[src/verilog/sbf_pkg.sv]
// Purpose: Shared constants and types for the bit-rate and format block
// Assumes: 32-bit Avalon-MM register window, byte addresses
// Notes:   Offsets, field positions, register reset values and post-divider and receiver counts live here
package sbf_pkg;

  // ---------------------------------------------------------------------
  // Register byte offsets
  // ---------------------------------------------------------------------
  localparam logic [4:0] OFF_DIVISOR  = 5'h00; // bit_rate_divisor
  localparam logic [4:0] OFF_MODE     = 5'h04; // serial_mode_reg
  localparam logic [4:0] OFF_WAITCTL  = 5'h08; // wait_state_ctrl_reg
  localparam logic [4:0] OFF_IFMODE   = 5'h0c; // serial_interface_mode
  localparam logic [4:0] OFF_TXHOLD   = 5'h10; // transmit_holding_reg
  localparam logic [4:0] OFF_RXHOLD   = 5'h14; // receive_holding_reg
  localparam logic [4:0] OFF_STATUS   = 5'h18; // receive status

  // ---------------------------------------------------------------------
  // Field positions
  // ---------------------------------------------------------------------
  localparam int MODE_SYNC_BIT   = 7; // Clocked synchronous select
  localparam int MODE_PSEL_HI    = 1; // prescale_select_hi
  localparam int MODE_PSEL_LO    = 0; // prescale_select_lo
  localparam int WAIT_DOUBLE_BIT = 0; // prescale_double
  localparam int IF_ORDER_BIT    = 3; // bit_order_select
  localparam int IF_INVERT_BIT   = 2; // data_invert
  localparam int IF_SELECT_BIT   = 0; // interface_mode_select
  localparam int STAT_FULL_BIT   = 0; // Receive holding full
  localparam int STAT_FRAME_BIT  = 1; // Stop bit was low
  localparam int STAT_BUSY_BIT   = 2; // Receiver inside a frame

  // ---------------------------------------------------------------------
  // Reset values
  // ---------------------------------------------------------------------
  localparam logic [7:0] DIVISOR_RESET = 8'hff;
  localparam logic [7:0] MODE_RESET    = 8'h00;
  localparam logic [7:0] IFMODE_RESET  = 8'hf2;
  localparam logic [7:0] IFMODE_ONES   = 8'hf2; // Bits that read as one

  // ---------------------------------------------------------------------
  // Timing counts, in generator ticks, sample ticks and data bits
  // ---------------------------------------------------------------------
  localparam logic [4:0] ASYNC_POST_LAST = 5'd31; // 32 ticks per bit
  localparam logic [4:0] SYNC_POST_LAST  = 5'd3;  // 4 ticks per bit
  localparam logic [4:0] SYNC_CLK_HALF   = 5'd1;  // Mid-bit clock edge
  localparam logic [3:0] OVERSAMPLE_LAST = 4'd15; // 16 samples per bit
  localparam logic [3:0] SAMPLE_POINT    = 4'd7;  // 8th sample
  localparam logic [2:0] DATA_BITS_LAST  = 3'd7;  // 8 data bits

  // ---------------------------------------------------------------------
  // Receiver states
  // ---------------------------------------------------------------------
  typedef enum logic [3:0] {
    RX_IDLE  = 4'h1,
    RX_START = 4'h2,
    RX_DATA  = 4'h4,
    RX_STOP  = 4'h8
  } rx_state_t;

  // Bit order and inversion between holding register and line
  function automatic logic [7:0] fmt_byte(input logic [7:0] din,
                                          input logic       msb_first,
                                          input logic       invert);
    logic [7:0] r;
    r = din;
    if (msb_first) begin
      for (int i = 0; i < 8; i++) begin
        r[i] = din[7-i];
      end
    end
    fmt_byte = invert ? ~r : r;
  endfunction : fmt_byte

endpackage : sbf_pkg

[src/verilog/sbf_prescaler.sv]
// Purpose: Generator input clock selection and prescaling
// Assumes: periph_tick marks one peripheral clock period on ref_clk
// Notes:   n of zero passes the system clock straight through
`timescale 1ns/1ns
module sbf_prescaler
  import sbf_pkg::*;
(
  // Clock and reset
  input  wire logic       ref_clk,
  input  wire logic       rstn,
  // Selection
  input  wire logic       periph_tick,
  input  wire logic [1:0] sel,
  input  wire logic       dbl,
  // Output enable pulse
  output logic            gen_tick_q
);

  typedef struct packed {
    logic [6:0] cnt;  // Peripheral clock count
    logic       tick; // Registered output
  } pre_t;

  pre_t s_q;
  pre_t s_d;
  logic [6:0] mask; // Ratio minus one

  // ---------------------------------------------------------------------
  // Ratio: 4, 16, 64, or twice that when doubled
  // ---------------------------------------------------------------------
  always_comb begin
    s_d  = s_q;
    case (sel)
      2'd1:    mask = dbl ? 7'h07 : 7'h03;
      2'd2:    mask = dbl ? 7'h1f : 7'h0f;
      2'd3:    mask = dbl ? 7'h7f : 7'h3f;
      default: mask = 7'h00;
    endcase
    if (sel == 2'd0) begin
      // System clock used directly
      s_d.tick = 1'b1;
    end else begin
      // Peripheral clock prescaled
      s_d.tick = periph_tick && ((s_q.cnt & mask) == mask);
    end
    if (periph_tick) begin
      s_d.cnt = s_q.cnt + 7'd1;
    end
  end

  // Single register stage
  always_ff @(posedge ref_clk) begin
    if (!rstn) begin
      s_q <= '0;
    end else begin
      s_q <= s_d;
    end
  end

  assign gen_tick_q = s_q.tick;

endmodule : sbf_prescaler

[src/verilog/sbf_divisor.sv]
// Purpose: Reloading divisor counter of the bit-rate generator
// Assumes: tick_in is a one-cycle enable from the prescaler
// Notes:   A new divisor is taken at the next reload only
`timescale 1ns/1ns
module sbf_divisor
  import sbf_pkg::*;
(
  // Clock and reset
  input  wire logic       ref_clk,
  input  wire logic       rstn,
  // Input ticks and divisor
  input  wire logic       tick_in,
  input  wire logic [7:0] divisor,
  // One tick per divisor plus one inputs
  output logic            tick_q
);

  typedef struct packed {
    logic [7:0] cnt;  // Remaining inputs
    logic       tick; // Registered output
  } div_t;

  div_t s_q;
  div_t s_d;

  // ---------------------------------------------------------------------
  // Count down, reload from divisor at zero
  // ---------------------------------------------------------------------
  always_comb begin
    s_d      = s_q;
    s_d.tick = 1'b0;
    if (tick_in) begin
      if (s_q.cnt == 8'h00) begin
        s_d.cnt  = divisor;
        s_d.tick = 1'b1;
      end else begin
        s_d.cnt = s_q.cnt - 8'h01;
      end
    end
  end

  // Single register stage
  always_ff @(posedge ref_clk) begin
    if (!rstn) begin
      s_q <= '0;
    end else begin
      s_q <= s_d;
    end
  end

  assign tick_q = s_q.tick;

endmodule : sbf_divisor

[src/verilog/sbf_core.sv]
// Purpose: Bit-rate generation and data format control, Avalon-MM slave
// Assumes: All inputs synchronous to ref_clk; rx_line idles high
// Notes:   Async receiver built in; transmit word is given preformatted
//
// Behaviour
// - Async bit rate is source over 64*2^(2n-1)*(N+1)
// - Sync bit rate is source over 8*2^(2n-1)*(N+1)
// - Divisor is eight bits, any value 0..255
// - Prescale picks clock /4 /16 /64, doubled optionally
// - Interface mode loads f2 on reset, standby
// - Interface mode bits 7..4 fixed, read one
// - Interface mode bit 1 fixed, reads one
// - Bit order select: zero LSB first, one MSB
// - Invert bit flips data bits both directions
// - Receiver syncs on start edge, samples eighth
// - Sync select chooses framing and rate relation
`timescale 1ns/1ns
module sbf_core
  import sbf_pkg::*;
(
  // Clock and reset
  input  wire logic        ref_clk,
  input  wire logic        rstn,
  // Avalon-MM slave
  input  wire logic [4:0]  address,
  input  wire logic        read,
  input  wire logic        write,
  input  wire logic [31:0] writedata,
  input  wire logic [3:0]  byteenable,
  output logic [31:0]      readdata,
  output logic             waitrequest,
  // System side
  input  wire logic        standby,
  input  wire logic        periph_tick,
  // Serial line side
  input  wire logic        rx_line,
  output logic [7:0]       tx_word_q,
  output logic             bit_tick_q,
  output logic             sample_tick_q,
  output logic             serial_clk_q,
  output logic             rx_valid_q
);

  // ---------------------------------------------------------------------
  // State record
  // ---------------------------------------------------------------------
  typedef struct packed {
    logic [7:0]  divisor;     // bit_rate_divisor
    logic [7:0]  mode;        // serial_mode_reg
    logic        dbl;         // prescale_double
    logic        order;       // bit_order_select
    logic        invert;      // data_invert
    logic        if_sel;      // interface_mode_select
    logic [7:0]  txh;         // transmit_holding_reg, raw
    logic [7:0]  rxh;         // receive_holding_reg, formatted
    logic        rx_full;     // Sticky, cleared by read
    logic        frame_err;   // Sticky, cleared by writing one
    logic [31:0] rdata;       // Read answer
    logic        wait_r;      // waitrequest
    logic [4:0]  post;        // Generator tick count within a bit
    logic        bit_tick;    // One pulse per bit period
    logic        sample_tick; // 16 times bit rate in async mode
    logic        sclk;        // Sync serial clock
    rx_state_t   rx_st;       // Receiver state
    logic [3:0]  os_cnt;      // Oversample count
    logic [2:0]  bit_cnt;     // Data bit count
    logic [7:0]  shreg;       // First bit lands in bit 0
    logic        rx_prev;     // Line one cycle ago
    logic        rx_valid;    // Byte stored pulse
    logic [7:0]  tx_word;     // Formatted transmit word
  } core_t;

  core_t s_q;
  core_t s_d;

  logic       pre_tick;  // Generator input clock enable
  logic       gen_tick;  // Divided tick, every N+1 inputs
  logic       sync_mode; // Clocked synchronous selected
  logic       access;    // Bus access accepted this cycle
  logic [7:0] if_read;   // Interface mode read value
  logic [7:0] rx_byte;   // Formatted receive byte

  assign sync_mode = s_q.mode[MODE_SYNC_BIT];

  // ---------------------------------------------------------------------
  // Bit-rate generator chain
  // ---------------------------------------------------------------------
  sbf_prescaler u_pre (
    .ref_clk     (ref_clk),
    .rstn        (rstn),
    .periph_tick (periph_tick),
    .sel         ({s_q.mode[MODE_PSEL_HI], s_q.mode[MODE_PSEL_LO]}),
    .dbl         (s_q.dbl),
    .gen_tick_q  (pre_tick)
  );

  sbf_divisor u_div (
    .ref_clk (ref_clk),
    .rstn    (rstn),
    .tick_in (pre_tick),
    .divisor (s_q.divisor),
    .tick_q  (gen_tick)
  );

  // ---------------------------------------------------------------------
  // Next-state logic
  // ---------------------------------------------------------------------
  always_comb begin
    s_d             = s_q;
    s_d.bit_tick    = 1'b0;
    s_d.sample_tick = 1'b0;
    s_d.rx_valid    = 1'b0;
    s_d.rx_prev     = rx_line;
    access          = (read || write) && !s_q.wait_r;
    rx_byte         = fmt_byte(s_q.shreg, s_q.order, s_q.invert);

    // Fixed bits always read as one
    if_read = IFMODE_ONES;
    if_read[IF_ORDER_BIT]  = s_q.order;
    if_read[IF_INVERT_BIT] = s_q.invert;
    if_read[IF_SELECT_BIT] = s_q.if_sel;

    // Post divider: 32 ticks per bit async, 4 per bit sync
    if (gen_tick) begin
      if (sync_mode) begin
        // Clock toggles mid-bit and at bit end
        if (s_q.post >= SYNC_POST_LAST) begin
          s_d.post     = 5'd0;
          s_d.bit_tick = 1'b1;
          s_d.sclk     = 1'b1;
        end else begin
          s_d.post = s_q.post + 5'd1;
          if (s_q.post == SYNC_CLK_HALF) begin
            s_d.sclk = 1'b0;
          end
        end
      end else begin
        s_d.sclk = 1'b1;
        // Every second tick is one 16x sample clock
        s_d.sample_tick = s_q.post[0];
        if (s_q.post == ASYNC_POST_LAST) begin
          s_d.post     = 5'd0;
          s_d.bit_tick = 1'b1;
        end else begin
          s_d.post = s_q.post + 5'd1;
        end
      end
    end

    // Async receiver on the 16x sample clock
    case (s_q.rx_st)
      RX_IDLE: begin
        // Falling edge of the start bit restarts the count
        if (!sync_mode && s_q.rx_prev && !rx_line) begin
          s_d.rx_st  = RX_START;
          s_d.os_cnt = 4'd0;
        end
      end
      RX_START: begin
        if (s_d.sample_tick) begin
          s_d.os_cnt = s_q.os_cnt + 4'd1;
          if (s_q.os_cnt == SAMPLE_POINT) begin
            // Glitch shorter than half a bit is dropped
            s_d.rx_st   = rx_line ? RX_IDLE : RX_DATA;
            s_d.os_cnt  = 4'd0;
            s_d.bit_cnt = 3'd0;
          end
        end
      end
      RX_DATA: begin
        if (s_d.sample_tick) begin
          s_d.os_cnt = s_q.os_cnt + 4'd1;
          if (s_q.os_cnt == OVERSAMPLE_LAST) begin
            // Bit centre, 16 samples after the last one
            s_d.shreg   = {rx_line, s_q.shreg[7:1]};
            s_d.bit_cnt = s_q.bit_cnt + 3'd1;
            if (s_q.bit_cnt == DATA_BITS_LAST) begin
              s_d.rx_st = RX_STOP;
            end
          end
        end
      end
      RX_STOP: begin
        if (s_d.sample_tick) begin
          s_d.os_cnt = s_q.os_cnt + 4'd1;
          if (s_q.os_cnt == OVERSAMPLE_LAST) begin
            s_d.rx_st    = RX_IDLE;
            s_d.rxh      = rx_byte;
            s_d.rx_valid = 1'b1;
            if (!rx_line) begin
              s_d.frame_err = 1'b1;
            end
          end
        end
      end
      default: begin
        s_d.rx_st = RX_IDLE;
      end
    endcase
    // Switching to sync mode abandons a frame
    if (sync_mode) begin
      s_d.rx_st = RX_IDLE;
    end

    // Bus answer: waitrequest drops one cycle after the request
    s_d.wait_r = !((read || write) && s_q.wait_r);
    if ((read || write) && s_q.wait_r) begin
      case (address)
        OFF_DIVISOR: s_d.rdata = {24'h0, s_q.divisor};
        OFF_MODE:    s_d.rdata = {24'h0, s_q.mode};
        OFF_WAITCTL: s_d.rdata = {31'h0, s_q.dbl};
        OFF_IFMODE:  s_d.rdata = {24'h0, if_read};
        OFF_TXHOLD:  s_d.rdata = {24'h0, s_q.txh};
        OFF_RXHOLD:  s_d.rdata = {24'h0, s_q.rxh};
        OFF_STATUS:  s_d.rdata = {29'h0, (s_q.rx_st != RX_IDLE),
                                  s_q.frame_err, s_q.rx_full};
        default:     s_d.rdata = 32'h0;
      endcase
    end

    // Register writes and read side effects
    if (access && write && byteenable[0]) begin
      case (address)
        OFF_DIVISOR: s_d.divisor = writedata[7:0];
        OFF_MODE:    s_d.mode    = writedata[7:0];
        OFF_WAITCTL: s_d.dbl     = writedata[WAIT_DOUBLE_BIT];
        OFF_IFMODE: begin
          // Only the three writable bits are kept
          s_d.order  = writedata[IF_ORDER_BIT];
          s_d.invert = writedata[IF_INVERT_BIT];
          s_d.if_sel = writedata[IF_SELECT_BIT];
        end
        OFF_TXHOLD:  s_d.txh = writedata[7:0];
        OFF_STATUS: begin
          if (writedata[STAT_FRAME_BIT] && !(s_d.frame_err && !s_q.frame_err))
          begin
            s_d.frame_err = 1'b0;
          end
        end
        default: begin
          // Unmapped write ignored
        end
      endcase
    end
    if (access && read && (address == OFF_RXHOLD)) begin
      s_d.rx_full = 1'b0;
    end
    // A byte arriving with the clearing read is kept
    if (s_d.rx_valid) begin
      s_d.rx_full = 1'b1;
    end

    // Standby reloads the interface mode
    if (standby) begin
      s_d.order  = IFMODE_RESET[IF_ORDER_BIT];
      s_d.invert = IFMODE_RESET[IF_INVERT_BIT];
      s_d.if_sel = IFMODE_RESET[IF_SELECT_BIT];
    end

    // Transmit word leaves LSB first on the line
    s_d.tx_word = fmt_byte(s_d.txh, s_d.order, s_d.invert);
  end

  // ---------------------------------------------------------------------
  // State register
  // ---------------------------------------------------------------------
  always_ff @(posedge ref_clk) begin
    if (!rstn) begin
      s_q         <= '0;
      s_q.divisor <= DIVISOR_RESET;
      s_q.mode    <= MODE_RESET;
      s_q.order   <= IFMODE_RESET[IF_ORDER_BIT];
      s_q.invert  <= IFMODE_RESET[IF_INVERT_BIT];
      s_q.if_sel  <= IFMODE_RESET[IF_SELECT_BIT];
      s_q.wait_r  <= 1'b1;
      s_q.sclk    <= 1'b1;
      s_q.rx_st   <= RX_IDLE;
      s_q.rx_prev <= 1'b1;
    end else begin
      s_q <= s_d;
    end
  end

  // ---------------------------------------------------------------------
  // Outputs, all from the state register
  // ---------------------------------------------------------------------
  assign readdata      = s_q.rdata;
  assign waitrequest   = s_q.wait_r;
  assign tx_word_q     = s_q.tx_word;
  assign bit_tick_q    = s_q.bit_tick;
  assign sample_tick_q = s_q.sample_tick;
  assign serial_clk_q  = s_q.sclk;
  assign rx_valid_q    = s_q.rx_valid;

endmodule : sbf_core

[config.mk]
export PLATFORM = sky130hd
export DESIGN_NAME = sbf_core
export DESIGN_NICKNAME = d
export VERILOG_FILES = /design/src/verilog/sbf_pkg.sv /design/src/verilog/sbf_prescaler.sv /design/src/verilog/sbf_divisor.sv /design/src/verilog/sbf_core.sv
export SDC_FILE = /design/constraint.sdc
export NUM_CORES = 1
export LEC_CHECK = 0
export BUFFER_PORTS_ARGS = -buffer_cell sky130_fd_sc_hd__buf_2
export CAP_MARGIN = 20
export CELL_PAD_IN_SITES_DETAIL_PLACEMENT = 1
export CELL_PAD_IN_SITES_GLOBAL_PLACEMENT = 1
export CORE_ASPECT_RATIO = 2
export CORE_MARGIN = 1.5
export CORE_UTILIZATION = 42
export CTS_BUF_LIST = sky130_fd_sc_hd__clkbuf_4 sky130_fd_sc_hd__clkbuf_8 sky130_fd_sc_hd__clkbuf_16
export CTS_CLUSTER_SIZE = 24
export DETAILED_ROUTE_END_ITERATION = 7
export GPL_TIMING_DRIVEN = 0
export PLACE_DENSITY_LB_ADDON = 0.05
export SYNTH_ARGS = -nofsm -noshare
export SYNTH_HDL_FRONTEND = slang
export SYNTH_SLANG_ARGS = --single-unit
[constraint.sdc]
create_clock -name ref_clk -period 3.14 [get_ports ref_clk]
set_clock_uncertainty 0.15 [all_clocks]
set_input_delay 0.628 -clock ref_clk [delete_from_list [all_inputs] [get_ports ref_clk]]
set_output_delay 0.628 -clock ref_clk [all_outputs]
set_load 0.02 [all_outputs]
### Word-level counts from Yosys, hierarchy flattened

Cells that the tools add are included.
W data, S select, Z words.

* logic and storage cells: 155
* output and inout port bits: 45
* input bits: 48
* bits in registers: 125

* magnitude comparators: 1
* reductions and logical operators: 38
* mux-type cells: 51
* add/sub/neg operators: 5
* bitwise operators: 4
* eq/ne operators: 29

Operators with widths (number)
* $mux W8: 8
* $pmux W8 S7: 1
* $mux W11: 4
* $pmux W4 S4: 2
* $pmux W7 S3: 1
* $eq A5 B5 Y1 const B: 4
* $mux W1: 20
* $mux W19: 1
* $ne A2 B2 Y1 const B: 8
* $not A8 Y8: 2
* $mux W5: 3
* $reduce_and A2 Y1: 7
* $mux W3: 4
* $mux W4: 3
* $logic_and A1 B1 Y1: 11
* $eq A5 B4 Y1 const B: 2
* $reduce_and A5 Y1: 2
* $eq A4 B3 Y1 const B: 2
* $eq A4 B4 Y1 const B: 2
* $logic_not A8 Y1: 1
* $reduce_and A8 Y1: 1
* $sub A8 B1 Y8 const B: 1
* $add A7 B1 Y7 const B: 1
* $and A7 B7 Y7: 1
* 27 further kinds: 36

### Depth between registers and ports, before layout

Gate-level depths: netlist of run 1.

* depth after elaboration: 13
* mapped depth: 9
* mapped depth without buffers: 8

### Cells and area by module

Synthesis of run 1 repeated with hierarchy kept, for this count alone.

* cells, all modules: 559
* area, all modules: 5133.7 µm²

Modules (own cells, without submodules)
* sbf_core: cells an instance 459, sequential area each 1681.6 µm², area an instance 4215.3 µm², times used 1
* sbf_divisor: cells an instance 59, sequential area each 180.2 µm², area an instance 544.3 µm², times used 1
* sbf_prescaler: cells an instance 41, sequential area each 160.2 µm², area an instance 374.1 µm², times used 1

### Worst setup path after synthesis of run 1

Ideal clock, no wire load.

* kind: input port to flip-flop
* start point: in write
* end point: reg s_q, in the netlist tx_word_q[4]
* stages: 7
* slack: 0.416 ns
* path buffers: 2
* arrival: 2.450 ns
* required time: 2.867 ns
* library setup time: 0.123 ns
* path through: and3b_1 -> buf_4 -> and4_1 -> buf_4 -> mux2i_4 -> mux4_2 -> mux2_1

* cells in the longest elaborated chain, start to end: 9

RTL lines
* from (decl): line sbf_core.sv:27 `input wire logic write,`
* $logic_or A1 B1 Y1: line sbf_core.sv:114 `access = (read || write) && !s_q.wait_r;`
* $logic_and A1 B1 Y1: line sbf_core.sv:114
* $logic_and A1 B1 Y1 (*) (2 in a row): line sbf_core.sv:222 `if (access && write && byteenable[0]) begin`
* $mux W11 (*): line sbf_core.sv:222
* $mux W3: line sbf_core.sv:254 `if (standby) begin`
* $mux W8: line sbf_pkg.sv:65 `if (msb_first) begin`
* $not A8 Y8: line sbf_pkg.sv:70 `fmt_byte = invert ? ~r : r;`
* $mux W8 (*): line sbf_pkg.sv:70
* to (decl): line sbf_core.sv:73 `core_t s_q;`

Every way passes the cells marked *; elsewhere a longest branch is shown, timed or not.
A chain may end at the register's enable or synchronous reset.

### Final worst setup path of run 1

* start point: in address[4]
* end point: reg s_q, in the netlist tx_word_q[1]

* cells in the longest elaborated chain, start to end: 7
* elaborated cells between the ends (all ways): 9
* those cells by class: eq/ne (2); mux (6); bitwise (1)

RTL lines
* from (decl): line sbf_core.sv:25 `input wire logic [4:0] address,`
* $eq A5 B4 Y1: line sbf_core.sv:223 `case (address)`
* $mux W3: line sbf_core.sv:223
* $mux W11 (*): line sbf_core.sv:222
* $mux W3: line sbf_core.sv:254
* $mux W8: line sbf_pkg.sv:65
* $not A8 Y8: line sbf_pkg.sv:70
* $mux W8 (*): line sbf_pkg.sv:70

Marks and branches as above.

==> flow_summary.toml, run 1 <==
[outcome]
status = "completed"

[routing]
routedLengthMet1_um = 5305
routed-via-count = 4544
highest_layer = "met4"
drt-pass1-iter-count = 4
route.antenna.remaining_nets = 0
drt_wl_total_um = 15280
routed-wl-met3_um = 359
detail_route.vias_per_cell = 5.390
drc = 0
drtIter0Drc = 194
wl_met2_um = 8822
wl_per_cell_um = 18.13

[clock_tree]
clock_input_transition_at_the_sequential_cells_of_the_worst_setup_and_hold_paths_ns = 0.07
root_buffer = "clkbuf_16"
cts_resized = 0
number_of_buffers_between_clock_root_and_the_deepest_sink = 2
cts_setup_buffers = 0
tritoncts = "yes"
clkLatencyLatePin_ns = 0.35
cts_hold_buf = 0
cts_made_buffers = 9
htree_levels = 3
clock_sinks = 101

[worst_setup_path]
critical_path.startpoint_type = "input port"
timing.critical_path.arrival_ns = 2.90
worstSetupEndpointType = "flip-flop"
critical_path_peak_fanout = 9
critical_path.startpoint = "address[4]"
cp.required_ns = 3.23
reg2reg_from = "waitrequest$_SDFF_PN1_"
setup.worst_path.class = "input port to flip-flop"

[power]
vdd_drop_max_v = 0.0003133
power_per_cell_area_nw_per_um2 = 525.7
power.static_leakage_uw = 0.002548

[grt]
grt_first_pass_wirelength_um = 24470
globalRouteOverflowTotal = 0
grt_antenna_before_repair = 0
track_usage_pct = 24.78
grt_max_degree = 17
number_of_global_route_vias_before_repair = 4800

[yosys]
synth.top_cell.area_share_pct = 38.64
postSynthCellCount = 617
yosys.area.top_type = "dfxtp_1"
yosys_warnings = 0
synth.lib_cells_used.distinct = 63
ys_ff_latch = 101
syn-mean-instance-area_sq_um = 8.481
syn-cell-area_sq_um = 5233
synthTopCellsByArea = "dfxtp_1, mux2i_1, buf_4"
synth_sequential_area_ratio_pct = 38.64
synth-main-ff-cell = "dfxtp_1"
ys_async_sr_fraction_pct = 0
synth-edff-count = 0

[final_layout]
areaGrowthSynthToFinish_pct = 15.30
sequential_cell_area_sq_um = 2022
layoutNonFillerInstCount = 843
drive_above_1_share_pct = 16.81
layout.cell_area.non_filler_sq_um = 6033
fillerInstances = 1507
multiInputGateArea_sq_um = 2828
layout.cells.most_common = "dfxtp_1"
final_nets = 748
layout.cells.most_common_list = "dfxtp_1, nor2_1, nand2_1"
antenna_cells = 0

[sta]
post-route-period-util_pct = 89.69
finalWorstPathRequiredPeriod_ns = 2.816
rsz0062_at_grt = "no"
report.final.setup_viol = 0
fmax_mhz = 355.1
final_hold_viol_count = 0
tightestPinTransition_ns = 1.047
worst_slew_margin_rel_pct = 29.66
hold-worst-slack_ns = 0.3065
drv_slew = 0

[placed_design]
io_buffer_count = 40
placedInstanceArea_sq_um = 5703
dp.cells = 827
globalplace.congestion = 0.9114
place.detailed.hpwl_um = 12090

[floorplanning]
initial_utilization_pct = 43.16
pin_count = 93
die_w_um = 81.93
fp.dieArea_sq_um = 13180
die_y_um = 160.9
core_region_area_sq_um = 12120
site_row_count = 57

[min_path]
worst_hold_path_type = "flip-flop to flip-flop"
min-delay-start = "u_div.s_q[7]$_SDFFE_PN0P_"

[flow_run]
max_cap_violations = 0
-- where the power goes --
group          switching [uW]  internal [uW]
Combinational             335            212
Sequential               59.5           1340
Clock                     494            731
-- cell usage after synthesis, types with 2 or more instances --
cell type  number
or3_1           4
nand2_1        75
xnor2_1         4
nor3b_1         3
a32oi_1         3
or3b_1          2
and3b_1         3
ha_1            9
a21oi_1        43
o31ai_1         2
o21ai_1         6
inv_1          11
nand4_1         6
o211ai_1        3
xor2_1         12
nand3_1        18
o221ai_1        2
buf_1           2
mux2_1          8
a221o_1         2
nand2b_1       11
mux2i_1        36
nor3_1          7
nor2b_1         6
nor2_1         84
nand3b_1        4
and2_1          8
a22oi_1         5
a31oi_1         5
a21o_1          2
buf_2           3
a221oi_1        4
and3_1          4
o21ai_0        20
buf_4          42
mux2_2          2
mux4_2          8
dfxtp_1       101
clkbuf_1       23
-- cells by family after synthesis --
kind of cell / synth area share (%)
AO/OA/AOI/OAI: 12.63
XOR/XNOR: 2.678
adder cells (fa/ha/maj): 2.152
buffers and inverters: 8.967
flip-flops: 38.64
multiplexers: 12.91
other: 0.07167
AND/OR/NAND/NOR: 21.95
-- registers in the layout (all words and copies together) (netlist names), 3 cells and up --
| register | cells |
|---|---|
| u_pre.s_q | 7 |
| u_div.s_q | 8 |
| if_read | 3 |
| s_q | 60 |
| readdata | 8 |
| tx_word_q | 8 |
-- final timing paths --
| kind | end | cells after the start | slack [ns] |
|---|---|---|---|
| max | tx_word_q[1]$_SDFF_PN0_ | 7 | 0.32 |
| min | u_div.s_q[7]$_SDFFE_PN0P_ | 2 | 0.31 |
| max reg2reg | tx_word_q[1]$_SDFF_PN0_ | 7 | 0.40 |
| min reg2reg | u_div.s_q[7]$_SDFFE_PN0P_ | 2 | 0.31 |
-- per-layer routing --
layer | up-vias | GRT usage [%]
met5 | - | 0
met3 | 37 | 3.864
met2 | 67 | 47.91
li1 | 2217 | -
met1 | 2223 | 22.77
met4 | 0 | 14.25
-- cell type report --
type	count	share of cell area [%]
Clock inverter	5	1.389
Multi-Input combinational cell	457	46.87
Clock buffer	11	4.085
Buffer	70	7.030
Inverter	12	0.7466
Sequential cell	101	33.51
Timing Repair Buffer	40	3.318
Tap cell	147	3.049
-- metrics by stage --
step	total power [uW]	setup TNS (ns)	worst slack [ns]	utilization, %
2_1_floorplan	1820	0	0.4164	-
3_3_place_gp	1956	-0.06484	-0.02026	47.04
3_5_place_dp	1980	-0.1216	-0.03576	47.04
4_1_cts	3204	0	0.3163	49.76
5_1_grt	3329	0	0.2501	49.76
6_report	3172	0	0.3237	49.76
-- worst max-delay path, stage by stage --
cell and delay [ns]:
buf_2 0.13, nor3_4 0.34, and4_1 0.28, buf_4 0.16
mux2i_4 0.47, mux4_2 0.57, mux2_1 0.32
Note: power is estimated with default switching activity, not from simulation.
==> run 2: changes to the inputs <==
--- a/config.mk
+++ b/config.mk
@@ -12,7 +12,6 @@
 export CORE_ASPECT_RATIO = 2
 export CORE_MARGIN = 1.5
 export CORE_UTILIZATION = 42
-export CTS_BUF_LIST = sky130_fd_sc_hd__clkbuf_4 sky130_fd_sc_hd__clkbuf_8 sky130_fd_sc_hd__clkbuf_16
 export CTS_CLUSTER_SIZE = 24
 export DETAILED_ROUTE_END_ITERATION = 7
 export GPL_TIMING_DRIVEN = 0
==> flow_summary.toml, run 2 (synthesized netlist as in run 1, its figures left out) <==
[placed_design]
io_buffer_count = 40
globalplace.congestion = 0.9114
place.detailed.hpwl_um = 12090
place_worst_setup_slack_ns = -0.03576

[clock_tree]
root_buffer = "clkbuf_16"
clkLatencyLatePin_ns = 0.35
cts_resized = 0
tritoncts = "yes"
clock_input_transition_at_the_sequential_cells_of_the_worst_setup_and_hold_paths_ns = 0.07
cts_setup_buffers = 0
number_of_buffers_between_clock_root_and_the_deepest_sink = 2
cts_made_buffers = 9
cts_hold_buf = 0
htree_levels = 3
clock_sinks = 101

[floorplanning]
fp.dieArea_sq_um = 13180
pin_count = 93
die_y_um = 160.9
die_w_um = 81.93
core_region_area_sq_um = 12120
site_row_count = 57
initial_utilization_pct = 43.16

[worst_setup_path]
worstSetupEndpointType = "flip-flop"
critical_path.startpoint_type = "input port"
critical_path_peak_fanout = 9
cp.required_ns = 3.23
setup.worst_path.class = "input port to flip-flop"
timing.critical_path.arrival_ns = 2.91

[sta]
drv_slew = 0
setup-tns-final_ns = 0
final_hold_viol_count = 0
worst_slew_margin_rel_pct = 29.45
post-route-period-util_pct = 89.89
postLayoutSetupSlackWorst_ns = 0.3174
fmax_mhz = 354.3
hold-worst-slack_ns = 0.3073
rsz0062_at_grt = "no"
finalWorstPathRequiredPeriod_ns = 2.823
tightestPinTransition_ns = 1.050
report.final.setup_viol = 0

[grt]
track_usage_pct = 24.79
grt_antenna_before_repair = 0
number_of_global_route_vias_before_repair = 4813
grt_first_pass_wirelength_um = 24480
grt_max_degree = 17
globalRouteOverflowTotal = 0

[power]
p_seq_share_pct = 44.3
swShare_pct = 28.07
power.static_leakage_uw = 0.002544
pwr-share-comb_pct = 17.4
vdd_drop_max_v = 0.0003133
power_per_cell_area_nw_per_um2 = 524.6
clk_network_pwr_share_pct = 38.3
internal-power_uw = 2275
power_switching_uw = 887.9
totalPowerFinal_uw = 3163

[routing]
drt_wl_total_um = 15320
wl_per_cell_um = 18.17
route.antenna.remaining_nets = 0
drtIter0Drc = 200
detail_route.vias_per_cell = 5.437
routed-via-count = 4583
drt-pass1-iter-count = 4
drc = 0

[final_layout]
largest_register_ff_count = 60
antenna_cells = 0
drive_above_1_share_pct = 16.67
layout.cells.most_common_list = "dfxtp_1, nor2_1, nand2_1"
layout.cells.most_common = "dfxtp_1"
max_flop_register = "s_q"
areaGrowthSynthToFinish_pct = 15.23
final_nets = 748

[outcome]
status = "completed"

[min_path]
worst_hold_path_type = "flip-flop to flip-flop"

[flow_run]
max_cap_violations = 0
run 2: cell counts in the layout (fill, tap and decap cells not counted):
Identical to the previous run, type by type.
run 2: stage by stage:
stage                     utilization (%)  cell area (sq um)  std cells
after floorplan                         -               5319        640
after global placement              47.04               5703        827
after detailed placement            47.04               5703        827
after CTS                           49.73               6030        843
after global routing                49.73               6030        843
final                               49.73               6030        843
run 2: final cells by class:
cell class / instances / area (sq um)
Timing Repair Buffer: 40 / 200.2
Inverter: 12 / 45.04
Buffer: 70 / 424.2
Fill cell: 1508 / 6095
Clock inverter: 5 / 83.83
Sequential cell: 101 / 2022
Clock buffer: 11 / 242.7
Tap cell: 147 / 183.9
Multi-Input combinational cell: 457 / 2828
run 2: power groups by stage:
stage	sequential, uW	clock [uW]	combinational (uW)
final	1400	1210	550
after global routing	1410	1300	615
after CTS	1400	1240	553
after detailed placement	1430	0	550
after global placement	1430	0	530
after floorplan	1410	0	406
run 2: path summary, 6_finish.rpt:
kind | start | end | slack (ns) | depth (start not counted)
worst min register to register | u_div.s_q[7]$_SDFFE_PN0P_ | u_div.s_q[7]$_SDFFE_PN0P_ | 0.31 | 2
worst max-delay path | address[4] | tx_word_q[1]$_SDFF_PN0_ | 0.32 | 7
worst min-delay path | u_div.s_q[7]$_SDFFE_PN0P_ | u_div.s_q[7]$_SDFFE_PN0P_ | 0.31 | 2
worst max register to register | waitrequest$_SDFF_PN1_ | tx_word_q[1]$_SDFF_PN0_ | 0.41 | 7
run 2: critical path, cell delays in order:
cell and delay [ns]:
buf_2 0.14, nor3_4 0.34, and4_1 0.28, buf_4 0.16, mux2i_4 0.47, mux4_2 0.57
mux2_1 0.32
run 2: layer usage:
layer,up-vias,GRT usage (%),wire [um]
met5,-,0,0
li1,2218,-,-
met1,2251,22.73,5286
met4,0,14.25,838
met3,39,3.864,404
met2,75,47.99,8791
